<file path="config.mk">
export PLATFORM = sky130hd
export DESIGN_NAME = utx_channel
export DESIGN_NICKNAME = d
export VERILOG_FILES = /design/src/utx_pkg.sv /design/src/utx_channel.sv
export SDC_FILE = /design/constraint.sdc
export NUM_CORES = 1
export LEC_CHECK = 0
export BUFFER_PORTS_ARGS = -buffer_cell sky130_fd_sc_hd__buf_4
export CAP_MARGIN = 20
export CORE_AREA = 2 2 307 233
export CTS_CLUSTER_DIAMETER = 150
export DETAILED_ROUTE_END_ITERATION = 16
export DIE_AREA = 0 0 309 235
export PLACE_DENSITY = 0.81
export REMOVE_ABC_BUFFERS = 1
export SYNTH_ARGS = -nofsm -noshare
export SYNTH_HDL_FRONTEND = slang
export SYNTH_SLANG_ARGS = --single-unit
</file>
<file path="constraint.sdc">
create_clock -name ref_clk_in -period 8.47 [get_ports ref_clk_in]
set_input_delay 1.2705 -clock ref_clk_in [delete_from_list [all_inputs] [get_ports ref_clk_in]]
set_output_delay 1.2705 -clock ref_clk_in [all_outputs]
set_load 0.01 [all_outputs]
</file>
<file path="src/utx_pkg.sv">
/*
 Constants and types for one serial transmit channel with its baud
 generator and ready/interrupt pin logic.
 Assumes nothing beyond a SystemVerilog compiler.
*/
package utx_pkg;
	localparam int DATA_W = 8;
	localparam int FIFO_DEPTH = 128;
	localparam int CNT_W = 8;
	localparam int DIV_W = 16;
	// Prescaler terminal counts for divide by 1 and by 4
	localparam logic [1:0] PRE_LAST_DIV1 = 2'h0;
	localparam logic [1:0] PRE_LAST_DIV4 = 2'h3;
	// Sixteen sample clocks per bit
	localparam logic [3:0] OVS_LAST = 4'hF;
	// Fewest data bits is five; index of the last one
	localparam logic [2:0] DBITS_MIN_LAST = 3'h4;
	localparam logic [CNT_W-1:0] CNT_ZERO = 8'h00;
	localparam logic [CNT_W-1:0] CNT_FULL = 8'h80;
	localparam logic [DIV_W-1:0] DIV_ONE = 16'h0001;
	localparam logic MARK = 1'b1;
	localparam logic SPACE = 1'b0;

	typedef enum logic [2:0] {
		UTX_IDLE = 3'b000,
		UTX_START = 3'b001,
		UTX_DATA = 3'b010,
		UTX_PARITY = 3'b011,
		UTX_STOP = 3'b100
	} utx_state_type;
endpackage

</file>
<file path="src/utx_channel.sv">
/*
 Transmit channel: buffer FIFO, prescaler and baud generator, serial
 framer, status flags and the interrupt and ready pins.
 Assumes the host write strobe, configuration and receiver status inputs
 are produced by logic on ref_clk_in.
*/
// Behaviour
// - FIFO off: tx irq low while byte held; high on holding or all empty
// - FIFO on: tx irq low above trigger; high below, empty or tx empty
// - FIFO off: rx irq high once a received byte is held
// - FIFO on: rx irq high above receive trigger, low below
// - Transfer-mode bit picks single-character or block ready behaviour
// - FIFO off: rx ready low with byte; tx ready low when holding empty
// - Single mode: rx ready low while receive FIFO holds a byte
// - Block mode: rx ready falls at trigger or timeout, rises on empty
// - Single mode: tx ready low while transmit FIFO empty
// - Block mode: tx ready low while a free location, high when full
// - Prescaler divides reference clock by 1 or by 4
// - Baud generator divides by 16-bit divisor giving sample clock
// - Each bit lasts sixteen sample clocks
// - Frame is start, data bits, optional parity, stop bits
// - Data goes out least significant bit first after start
// - FIFO on: each write pushes one byte into 128-entry FIFO
// - Holding-empty flag sets when the last byte moves to shift register
// - Transmitter-empty flag sets only after final stop bit
// - Host writes need only the channel clock, no baud activity
`timescale 1ns/1ns

module utx_fifo #(
	parameter int WIDTH = 8,
	parameter int DEPTH = 128
) (
	// Clock and reset
	input wire logic clk_in,
	input wire logic arst_n_in,
	// Filling side
	input wire logic in_valid_in,
	output logic in_ready_out,
	input wire logic [WIDTH-1:0] in_data_in,
	// Draining side
	output logic out_valid_out,
	input wire logic out_ready_in,
	output logic [WIDTH-1:0] out_data_out,
	// Fill level
	output logic [$clog2(DEPTH+1)-1:0] count_out
);
	localparam int AW = $clog2(DEPTH);
	localparam int CW = $clog2(DEPTH+1);
	logic [WIDTH-1:0] mem [DEPTH];
	logic [AW-1:0] wr_ptr_r;
	logic [AW-1:0] rd_ptr_r;
	logic [$clog2(DEPTH+1)-1:0] count_r;
	logic push;
	logic pop;

	// Handshakes
	assign in_ready_out = (count_r != CW'(DEPTH));
	assign out_valid_out = (count_r != '0);
	assign push = in_valid_in && in_ready_out;
	assign pop = out_valid_out && out_ready_in;
	assign out_data_out = mem[rd_ptr_r];
	assign count_out = count_r;

	// Storage, no reset needed
	always_ff @(posedge clk_in) begin
		if (push) begin
			mem[wr_ptr_r] <= in_data_in;
		end
	end

	// Pointers wrap at depth; count tracks both ends
	always_ff @(posedge clk_in or negedge arst_n_in) begin
		if (!arst_n_in) begin
			wr_ptr_r <= '0;
			rd_ptr_r <= '0;
			count_r <= '0;
		end else begin
			if (push) begin
				wr_ptr_r <= (wr_ptr_r == AW'(DEPTH - 1)) ? '0 : wr_ptr_r + 1'b1;
			end
			if (pop) begin
				rd_ptr_r <= (rd_ptr_r == AW'(DEPTH - 1)) ? '0 : rd_ptr_r + 1'b1;
			end
			if (push && !pop) begin
				count_r <= count_r + 1'b1;
			end else if (pop && !push) begin
				count_r <= count_r - 1'b1;
			end
		end
	end
endmodule // utx_fifo

module utx_channel (
	// Clock and reset
	input wire logic ref_clk_in,
	input wire logic arst_n_in,
	// Host write to the holding register
	input wire logic wr_valid_in,
	input wire logic [utx_pkg::DATA_W-1:0] wr_data_in,
	output logic wr_ready_out,
	// Configuration
	input wire logic fifo_en_in,
	input wire logic block_mode_in,
	input wire logic irq_on_tx_empty_in,
	input wire logic prescale_div4_in,
	input wire logic [utx_pkg::DIV_W-1:0] divisor_in,
	input wire logic [1:0] data_bits_in,
	input wire logic parity_en_in,
	input wire logic parity_even_in,
	input wire logic two_stop_in,
	input wire logic [utx_pkg::CNT_W-1:0] tx_trigger_in,
	input wire logic [utx_pkg::CNT_W-1:0] rx_trigger_in,
	// Receiver status
	input wire logic rx_byte_held_in,
	input wire logic [utx_pkg::CNT_W-1:0] rx_count_in,
	input wire logic rx_timeout_in,
	// Serial line and pins
	output logic tx_out,
	output logic tx_irq_out,
	output logic rx_irq_out,
	output logic rx_ready_n_out,
	output logic tx_ready_n_out,
	// Status flags and sample tick
	output logic hold_empty_out,
	output logic shift_empty_out,
	output logic tick16_out
);
	utx_pkg::utx_state_type state_r;
	logic [utx_pkg::DATA_W-1:0] tx_shift_reg;
	logic [utx_pkg::DATA_W-1:0] fifo_data;
	logic [utx_pkg::CNT_W-1:0] tx_count;
	logic [utx_pkg::CNT_W-1:0] cnt_nxt;
	logic wr_ready_nxt;
	logic fifo_valid, fifo_in_ready, wr_accept, pop;
	logic [1:0] pre_cnt_r;
	logic [utx_pkg::DIV_W-1:0] div_cnt_r;
	logic tick_pre, tick16;
	logic [3:0] sub_r;
	logic [2:0] bit_r;
	logic stop2_r, par_bit_r, bit_end;
	logic tx_nxt, tx_irq_nxt, rx_irq_nxt, rx_rdy_nxt, tx_rdy_nxt;

	// Parity over the configured data bits only
	function automatic logic frame_parity(input logic [7:0] d,
		input logic [1:0] nbits, input logic even);
		logic [7:0] mask;
		mask = 8'hFF >> (2'h3 - nbits);
		frame_parity = even ? ^(d & mask) : ~^(d & mask);
	endfunction

	utx_fifo #(.WIDTH(utx_pkg::DATA_W), .DEPTH(utx_pkg::FIFO_DEPTH)) u_fifo (
		.clk_in(ref_clk_in),
		.arst_n_in(arst_n_in),
		.in_valid_in(wr_accept),
		.in_ready_out(fifo_in_ready),
		.in_data_in(wr_data_in),
		.out_valid_out(fifo_valid),
		.out_ready_in(pop),
		.out_data_out(fifo_data),
		.count_out(tx_count)
	);

	// host path clocked only; holding register is one deep when FIFO off
	assign wr_accept = wr_valid_in && wr_ready_out;
	// frame starts on a tick so the start bit is full length
	assign pop = (state_r == utx_pkg::UTX_IDLE) && fifo_valid && tick16;
	// Fill after this edge, so the ready pin can be a register
	assign cnt_nxt = tx_count
		+ {{(utx_pkg::CNT_W-1){1'b0}}, wr_accept && fifo_in_ready}
		- {{(utx_pkg::CNT_W-1){1'b0}}, pop};
	assign wr_ready_nxt = fifo_en_in ? (cnt_nxt != utx_pkg::CNT_FULL)
		: (cnt_nxt == utx_pkg::CNT_ZERO);

	assign tick_pre = prescale_div4_in ? (pre_cnt_r == utx_pkg::PRE_LAST_DIV4)
		: 1'b1;
	always_ff @(posedge ref_clk_in or negedge arst_n_in) begin
		if (!arst_n_in) begin
			pre_cnt_r <= utx_pkg::PRE_LAST_DIV1;
		end else begin
			pre_cnt_r <= tick_pre ? utx_pkg::PRE_LAST_DIV1 : pre_cnt_r + 2'h1;
		end
	end

	// divisor counter; zero behaves as one
	assign tick16 = tick_pre && ((div_cnt_r + utx_pkg::DIV_ONE) >= divisor_in);
	always_ff @(posedge ref_clk_in or negedge arst_n_in) begin
		if (!arst_n_in) begin
			div_cnt_r <= '0;
		end else if (tick_pre) begin
			div_cnt_r <= tick16 ? '0 : div_cnt_r + utx_pkg::DIV_ONE;
		end
	end

	// bit ends after sixteen sample clocks
	assign bit_end = tick16 && (sub_r == utx_pkg::OVS_LAST);

	always_ff @(posedge ref_clk_in or negedge arst_n_in) begin
		if (!arst_n_in) begin
			state_r <= utx_pkg::UTX_IDLE;
			sub_r <= '0;
			bit_r <= '0;
			stop2_r <= 1'b0;
		end else begin
			if (state_r == utx_pkg::UTX_IDLE) begin
				sub_r <= '0;
			end else if (tick16) begin
				sub_r <= sub_r + 4'h1;
			end
			case (state_r)
				utx_pkg::UTX_IDLE: begin
					bit_r <= '0;
					stop2_r <= 1'b0;
					if (pop) begin
						state_r <= utx_pkg::UTX_START;
					end
				end
				utx_pkg::UTX_START: begin
					if (bit_end) begin
						state_r <= utx_pkg::UTX_DATA;
					end
				end
				utx_pkg::UTX_DATA: begin
					if (bit_end) begin
						bit_r <= bit_r + 3'h1;
						if (bit_r == utx_pkg::DBITS_MIN_LAST + 3'(data_bits_in)) begin
							state_r <= parity_en_in ? utx_pkg::UTX_PARITY
								: utx_pkg::UTX_STOP;
						end
					end
				end
				utx_pkg::UTX_PARITY: begin
					if (bit_end) begin
						state_r <= utx_pkg::UTX_STOP;
					end
				end
				utx_pkg::UTX_STOP: begin
					if (bit_end) begin
						if (two_stop_in && !stop2_r) begin
							stop2_r <= 1'b1;
						end else begin
							state_r <= utx_pkg::UTX_IDLE;
						end
					end
				end
				default: begin
					state_r <= utx_pkg::UTX_IDLE;
				end
			endcase
		end
	end

	// shift register loads on pop, shifts right
	always_ff @(posedge ref_clk_in or negedge arst_n_in) begin
		if (!arst_n_in) begin
			tx_shift_reg <= '0;
			par_bit_r <= 1'b0;
		end else if (pop) begin
			tx_shift_reg <= fifo_data;
			par_bit_r <= frame_parity(fifo_data, data_bits_in, parity_even_in);
		end else if (state_r == utx_pkg::UTX_DATA && bit_end) begin
			tx_shift_reg <= tx_shift_reg >> 1;
		end
	end

	// Line level per state
	always_comb begin
		case (state_r)
			utx_pkg::UTX_START: tx_nxt = utx_pkg::SPACE;
			utx_pkg::UTX_DATA: tx_nxt = tx_shift_reg[0];
			utx_pkg::UTX_PARITY: tx_nxt = par_bit_r;
			default: tx_nxt = utx_pkg::MARK;
		endcase
	end

	// Pin levels per mode
	always_comb begin
		if (irq_on_tx_empty_in) begin
			tx_irq_nxt = (state_r == utx_pkg::UTX_IDLE) && !fifo_valid;
		end else if (fifo_en_in) begin
			tx_irq_nxt = (tx_count < tx_trigger_in) || !fifo_valid;
		end else begin
			tx_irq_nxt = !fifo_valid;
		end
		rx_irq_nxt = fifo_en_in ? (rx_count_in >= rx_trigger_in) : rx_byte_held_in;
		rx_rdy_nxt = rx_ready_n_out;
		if (!fifo_en_in) begin
			rx_rdy_nxt = !rx_byte_held_in;
		end else if (!block_mode_in) begin
			rx_rdy_nxt = (rx_count_in == utx_pkg::CNT_ZERO);
		end else if (rx_count_in == utx_pkg::CNT_ZERO) begin
			rx_rdy_nxt = 1'b1;
		end else if (rx_count_in >= rx_trigger_in || rx_timeout_in) begin
			rx_rdy_nxt = 1'b0;
		end
		if (fifo_en_in && block_mode_in) begin
			tx_rdy_nxt = (tx_count == utx_pkg::CNT_FULL);
		end else begin
			tx_rdy_nxt = fifo_valid;
		end
	end

	always_ff @(posedge ref_clk_in or negedge arst_n_in) begin
		if (!arst_n_in) begin
			tx_out <= utx_pkg::MARK;
			tx_irq_out <= 1'b1;
			rx_irq_out <= 1'b0;
			rx_ready_n_out <= 1'b1;
			tx_ready_n_out <= 1'b0;
			hold_empty_out <= 1'b1;
			shift_empty_out <= 1'b1;
			tick16_out <= 1'b0;
			wr_ready_out <= 1'b1;
		end else begin
			tx_out <= tx_nxt;
			tx_irq_out <= tx_irq_nxt;
			rx_irq_out <= rx_irq_nxt;
			rx_ready_n_out <= rx_rdy_nxt;
			tx_ready_n_out <= tx_rdy_nxt;
			hold_empty_out <= !fifo_valid;
			shift_empty_out <= (state_r == utx_pkg::UTX_IDLE) && !fifo_valid;
			tick16_out <= tick16;
			wr_ready_out <= wr_ready_nxt;
		end
	end
endmodule // utx_channel

</file>
=== Word level (Yosys, flattened, before mapping) ===
Memory sizes are Yosys's and may differ from the RTL's.
Index checks and enable logic that the tools add are counted.
W data, S select, Z words.

* Bits in registers: 69
* Bits in writable memories: 1024
* Input bits: 62
* Output and inout port bits: 9
* Word-level logic and storage cells: 131
* Memories kept: 1

{| class="wikitable"
|+ Memories
! memory !! depth !! width !! read ports !! clocked after Yosys merged registers in !! wr ports !! line !! text
|-
| u_fifo.mem || 128 || 8 || 1 || 0 || 1 || utx_channel.sv:49 || <nowiki>logic [WIDTH-1:0] mem [DEPTH];</nowiki>
|}

* Add/sub/neg operators: 12
* Order comparisons: 3
* Eq/ne operators: 21
* Shifts and indexed selects: 1
* Muxes and demuxes: 38
* Bitwise gates (word level): 1
* Reductions and logical operators: 34

{| class="wikitable"
|+ Operators with widths
! cell !! number
|-
| $mux W8 || 4
|-
| $mux W3 || 9
|-
| $add A16 B1 Y16 const B || 1
|-
| $ge A16 B16 Y1 || 1
|-
| $logic_not A8 Y1 || 2
|-
| $mux W16 || 1
|-
| $ne A2 B2 Y1 const B || 8
|-
| $ne A8 B8 Y1 const B || 2
|-
| $mux W1 || 15
|-
| $pmux W3 S5 || 1
|-
| $add A7 B1 Y7 const B || 2
|-
| $eq A7 B7 Y1 const B || 2
|-
| $mux W7 || 2
|-
| $logic_and A1 B1 Y1 || 13
|-
| $reduce_bool A2 Y1 || 5
|-
| $add A8 B1 Y8 || 1
|-
| $add A8 B1 Y8 const B || 1
|-
| $and A8 B8 Y8 || 1
|-
| $eq A8 B8 Y1 const B || 1
|-
| $ge A8 B8 Y1 || 1
|-
| $lt A8 B8 Y1 || 1
|-
| $mux W4 || 2
|-
| $reduce_bool A8 Y1 || 1
|-
| $reduce_xnor A8 Y1 || 1
|-
| 26 further kinds || 32
|}

=== Logic depth before layout (Yosys ltp) ===
* Word-level depth: 8
* Gate-level depth with buffers: 24
* Gate-level depth less buffers: 24

=== Modules after synthesis ===
A second synthesis with hierarchy kept.

* Cells, all modules: 2489
* Area, all modules: 44925.6 um^2

{| class="wikitable"
|+ Modules (own cells, without submodules)
! module !! times used !! cells an instance !! area each (um^2) !! sequential area each (um^2)
|-
| utx_fifo || 1 || 2079 || 41220.8 || 31300.0
|-
| utx_channel || 1 || 410 || 3704.8 || 1183.6
|}

=== Worst setup path before layout ===
No wires, ideal clock.

* Kind: input port to flip-flop
* Start: input divisor_in[0] in the netlist's numbering
* End: register wr_ready_out
* Library setup time: 85 ps
* Arrival: 4817 ps
* Required time: 8385 ps
* Path slack: 3567 ps
* Stages on the path: 21
* Buffers on the path: 0
* Cells stage by stage: ha_1 nand2b_1 a21o_1 a21o_1 a21oi_1 o21ai_0 a21o_1 a21oi_1 o21a_1 o21ai_2 nand3_2 xnor2_1 ha_1 fa_1 a21oi_1 nor2_1 or3_1 a2111oi_0 nand3_1 o21ai_0 o31ai_1

* Cells in the longest elaborated chain, start to end: 6
* Elaborated cells on any way between the ends: 7
* Classes of those cells: add/sub (1); order compare (1); eq/ne (1); mux (1); reduce/logical (3)

{| class="wikitable"
|+ RTL lines
! item !! line !! text
|-
| start, declared || utx_channel.sv:106 || <nowiki>input wire logic [utx_pkg::DIV_W-1:0] divisor_in,</nowiki>
|-
| $ge A16 B16 Y1 (*) || utx_channel.sv:185 || <nowiki>assign tick16 = tick_pre && ((div_cnt_r + utx_pkg::DIV_ONE) >= divisor_in);</nowiki>
|-
| $logic_and A1 B1 Y1 (*) || utx_channel.sv:185 ||
|-
| $logic_and A1 B1 Y1 (*) || utx_channel.sv:166 || <nowiki>assign pop = (state_r == utx_pkg::UTX_IDLE) && fifo_valid && tick16;</nowiki>
|-
| $sub A8 B1 Y8 (*) || utx_channel.sv:170 || <nowiki>- {{(utx_pkg::CNT_W-1){1'b0}}, pop};</nowiki>
|-
| $ne A8 B8 Y1 or $logic_not A8 Y1 (tied branches) || utx_channel.sv:171, utx_channel.sv:172 ||
|-
| $mux W1 (*) || utx_channel.sv:171 || <nowiki>assign wr_ready_nxt = fifo_en_in ? (cnt_nxt != utx_pkg::CNT_FULL)</nowiki>
|-
| via wr_ready_nxt || utx_channel.sv:133 || <nowiki>logic wr_ready_nxt;</nowiki>
|-
| end signal, assigned || utx_channel.sv:322 || <nowiki>wr_ready_out <= wr_ready_nxt;</nowiki>
|-
| end, declared || utx_channel.sv:100 || <nowiki>output logic wr_ready_out,</nowiki>
|}

The timed path passes the listed nets; every way through them passes the cells marked *.
A chain may end at the register's enable or synchronous reset.

=== Final worst setup path ===
* Start: register div_cnt_r[2] in the netlist's numbering
* End: register wr_ready_out

* Cells in the longest elaborated chain, start to end: 7
* Elaborated cells on any way between the ends: 8
* Classes of those cells: add/sub (2); order compare (1); eq/ne (1); mux (1); reduce/logical (3)

{| class="wikitable"
|+ RTL lines
! item !! line !! text
|-
| start, declared || utx_channel.sv:136 || <nowiki>logic [utx_pkg::DIV_W-1:0] div_cnt_r;</nowiki>
|-
| start signal, assigned || utx_channel.sv:190 || <nowiki>div_cnt_r <= tick16 ? '0 : div_cnt_r + utx_pkg::DIV_ONE;</nowiki>
|-
| $add A16 B1 Y16 (*) || utx_channel.sv:185 ||
|-
| $ge A16 B16 Y1 (*) || utx_channel.sv:185 ||
|-
| $logic_and A1 B1 Y1 (*) || utx_channel.sv:185 ||
|-
| $logic_and A1 B1 Y1 (*) || utx_channel.sv:166 ||
|-
| $sub A8 B1 Y8 (*) || utx_channel.sv:170 ||
|-
| $ne A8 B8 Y1 or $logic_not A8 Y1 (tied branches) || utx_channel.sv:171, utx_channel.sv:172 ||
|-
| $mux W1 (*) || utx_channel.sv:171 ||
|-
| via wr_ready_nxt || utx_channel.sv:133 ||
|}

Marks and branches as above.

==> results_dict.tcl <==
set metrics [dict create \
    ios 71 \
    track_usage_pct 28.8 \
    hp-class "reg -> reg" \
    synth_edf_count 1024 \
    cts_root_buffer "clkbuf_16" \
    netlist_area_sq_um 44800 \
    vias 23500 \
    synth_area_leader_cell "edfxtp_1" \
    crit_top_cell "nand3_1" \
    drc 0 \
    port_buffers 70 \
    worst-path-buf-inv 1 \
    powerDensity_nw_per_um2 215 \
    clk_pin_slew_worst_paths_ns 0.06 \
    tns_ns 0 \
    die-area_sq_um 72600 \
    maxCapViolations 0 \
    final_cell_count_no_fill 3467 \
    power_leakage_uw 0.0157 \
    largest_register_ffs 1024 \
    async_flop_share_pct 6.31 \
    dp_worst_setup_slack_ns 2.83 \
    postPlaceCellArea_sq_um 46000 \
    fin_crit_ns 5.32 \
    hold_violations 0 \
    die_x_um 309 \
    overflow 0 \
    cts_resized 0 \
    antennaDiodeCount 0 \
    syn_inst 2362 \
    postCtsSetupBuffers 0 \
    crit_chain "and3_1 > and3_1 > nand3_1 > nor2_1 > nand3_1 > xnor2_1 > ha_1 > a21o_1 > a21o_1 > a21oi_1 > o21ai_2 > buf_4 > nand3_2 > xnor2_1 > ha_1 > fa_1 > a21oi_1 > nor2_1 > or3_1 > a2111oi_0 > nand3_1 > o21ai_0 > o31ai_1" \
    setup_viol 0 \
    drt-total-wl_mm 103 \
    fin_util_pct 70.8 \
    cp_top_family "simple AND/OR/NAND/NOR gates" \
    fin_crit_sh_pct 62.8 \
    slowest_delay_ns 0.44 \
    cts_tree "done" \
    nets 2562 \
    antenna_found_initial 0 \
    timing.final.ws_setup_ns 3.15 \
    grt_pass1_wl_mm 153 \
    drive_gt1_share_pct 21.5 \
    htreeDepth 3 \
    first_pass_iters 9 \
    numCtsBuffers 98 \
    clock_latency_ns 0.67 \
    maxSlewViolCount 0 \
    syn_area_per_cell_sq_um 19.0 \
    slew_headroom_pct 25.8 \
    synth_ff_type "edfxtp_1" \
    rsz0062_at_grt "false" \
    status "finished, final reports clean" \
    dp_cells 3287 \
    grt_max_degree 109 \
    gp_congestion 0.874 \
    cp-start-kind "register" \
    ys_seq_elements 1093 \
    finClkSkew_ns 0.0240 \
    crit_path_end_kind "register" \
    cts_hold_buffers 0 \
    required_ns 9.04 \
    dpl.hpwl_mm 60.1 \
    num_rows 84 \
    critPathSlowestCell "dfrtp_1" \
    ys_types 72 \
    initial_utilization_pct 64.4 \
    area_delta_synth_final_pct 9.96 \
    synthDominantCellAreaShare_pct 68.7 \
    cts_sinks 1093 \
    final_area_sq_um 49200 \
    yosysSeqAreaShare_pct 72.6 \
    die_y_um 235 \
    cp_max_fo 25 \
    synth.area.top_cells "edfxtp_1, mux4_2, dfrtp_1" \
    clock.fmax_mhz 188 \
    cts_buffer_depth 3 \
    drtAntennaViolNets 0 \
    critPathArrivalTime_ns 5.89 \
    top_register "u_fifo.mem" \
    tightestPinTransition_ns 1.11 \
    vias_per_cell 6.79 \
    core_sq_um 69600 \
    crit_type "reg -> reg" \
    top_regs "u_fifo.mem: 1024 flops, div_cnt_r: 16 flops" \
    drt-initial-drc-count 3461 \
    wl_per_cell_um 29.6 \
    vdd_drop_max_v 0.000201 \
    grt_pass1_vias 23300 \
    yosysWarnings 0 \
]
[cells in the mapped netlist (all sizes together) (10+ instances only)]
cell type and number:
buf 65, o21ai 57, a21oi 57, a22oi 23, clkbuf 55, mux2i 66
a21o 16, ha 55, nor2 181, nand2b 15, nor2b 20, o22ai 12
mux4 260, mux2 20, nand2 98, edfxtp 1024, nand3 34, o221ai 10
xnor2 34, nor3 16, inv 50, dfrtp 63
[logic make-up (layout without fill, tap and decap cells)]
logic type      Yosys count  after routing  share of synthesized area (%)
simple gates            406            406                           4.02
buf+inv                 171            330                           2.15
compound gates          245            245                           3.61
flops                  1093           1093                           72.6
xor+xnor                 44             44                          0.891
fa+ha+maj                57             57                           1.63
mux                     346            346                           15.1
[final cells by class]
| type | count | area [sq um] |
|---|---|---|
| well taps | 946 | 1180 |
| fillers | 4086 | 20300 |
| repair buffers | 102 | 848 |
| multi-input cells | 1098 | 11300 |
| clock inverters | 59 | 579 |
| flip-flops and latches | 1093 | 32500 |
| clock buffers | 119 | 2590 |
| inverters | 50 | 188 |
[worst paths after layout]
kind	startpoint	end	slack, ns	cells after the start
worst max-delay path	div_cnt_r[2]$_DFFE_PN0P_	wr_ready_out$_DFF_PN1_	3.15	23
worst min-delay path	pre_cnt_r[0]$_DFF_PN0_	pre_cnt_r[0]$_DFF_PN0_	0.43	1
worst max register to register	div_cnt_r[2]$_DFFE_PN0P_	wr_ready_out$_DFF_PN1_	3.15	23
worst min register to register	pre_cnt_r[0]$_DFF_PN0_	pre_cnt_r[0]$_DFF_PN0_	0.43	1
max in group asynchronous	arst_n_in	u_fifo.rd_ptr_r[1]$_DFFE_PN0P_	7.04	1
min in group asynchronous	arst_n_in	div_cnt_r[5]$_DFFE_PN0P_	0.75	1
[power by group]
group / switching (uW) / total, uW / internal, uW / leakage (uW)
registers: 17.0 / 5930 / 5920 / 0.0101
clock network: 1940 / 4430 / 2490 / 0.00154
logic: 141 / 209 / 67.9 / 0.00413
total: 2100 / 10600 / 8470 / 0.0157
[metrics by stage]
stage / power (uW) / hold WS (ns)
2_1_floorplan: 6120 / 0.410
3_3_place_gp: 6240 / 0.420
3_5_place_dp: 6260 / 0.426
4_1_cts: 10600 / 0.436
5_1_grt: 10800 / 0.474
6_report: 10600 / 0.433
[layout by cell type, fill, tap and decap left out, types with 10 or more instances in the layout]
cell type | synthesis | routed
a22oi_1 | 23 | 23
ha_1 | 55 | 55
a21oi_1 | 54 | 54
o21ai_0 | 55 | 55
clkbuf_1 | 45 | 17
edfxtp_1 | 1024 | 1024
nor2_1 | 181 | 181
mux2_2 | 20 | 20
o22ai_1 | 12 | 12
o221ai_1 | 10 | 10
nor3_1 | 16 | 16
nand2_1 | 98 | 98
clkinv_1 | 0 | 18
clkinv_2 | 0 | 17
buf_4 | 14 | 96
dfrtp_1 | 63 | 59
xnor2_1 | 34 | 34
mux2i_1 | 66 | 66
bufinv_16 | 0 | 10
mux4_1 | 11 | 11
mux4_2 | 249 | 249
inv_1 | 50 | 49
a21o_1 | 16 | 16
nand3_1 | 33 | 30
nor2b_1 | 20 | 19
nand2b_1 | 15 | 15
clkbuf_16 | 0 | 100
[layer usage]
layer | vias up | GRT usage (%) | part of all wire (%)
met4 | 0 | 8.38 | 2.8
li1 | 9694 | - | -
met1 | 12000 | 44.3 | 40
met3 | 207 | 6.23 | 11
met2 | 1598 | 42.5 | 46
met5 | - | 0 | 0
Note: power is estimated with default switching activity, not from simulation.
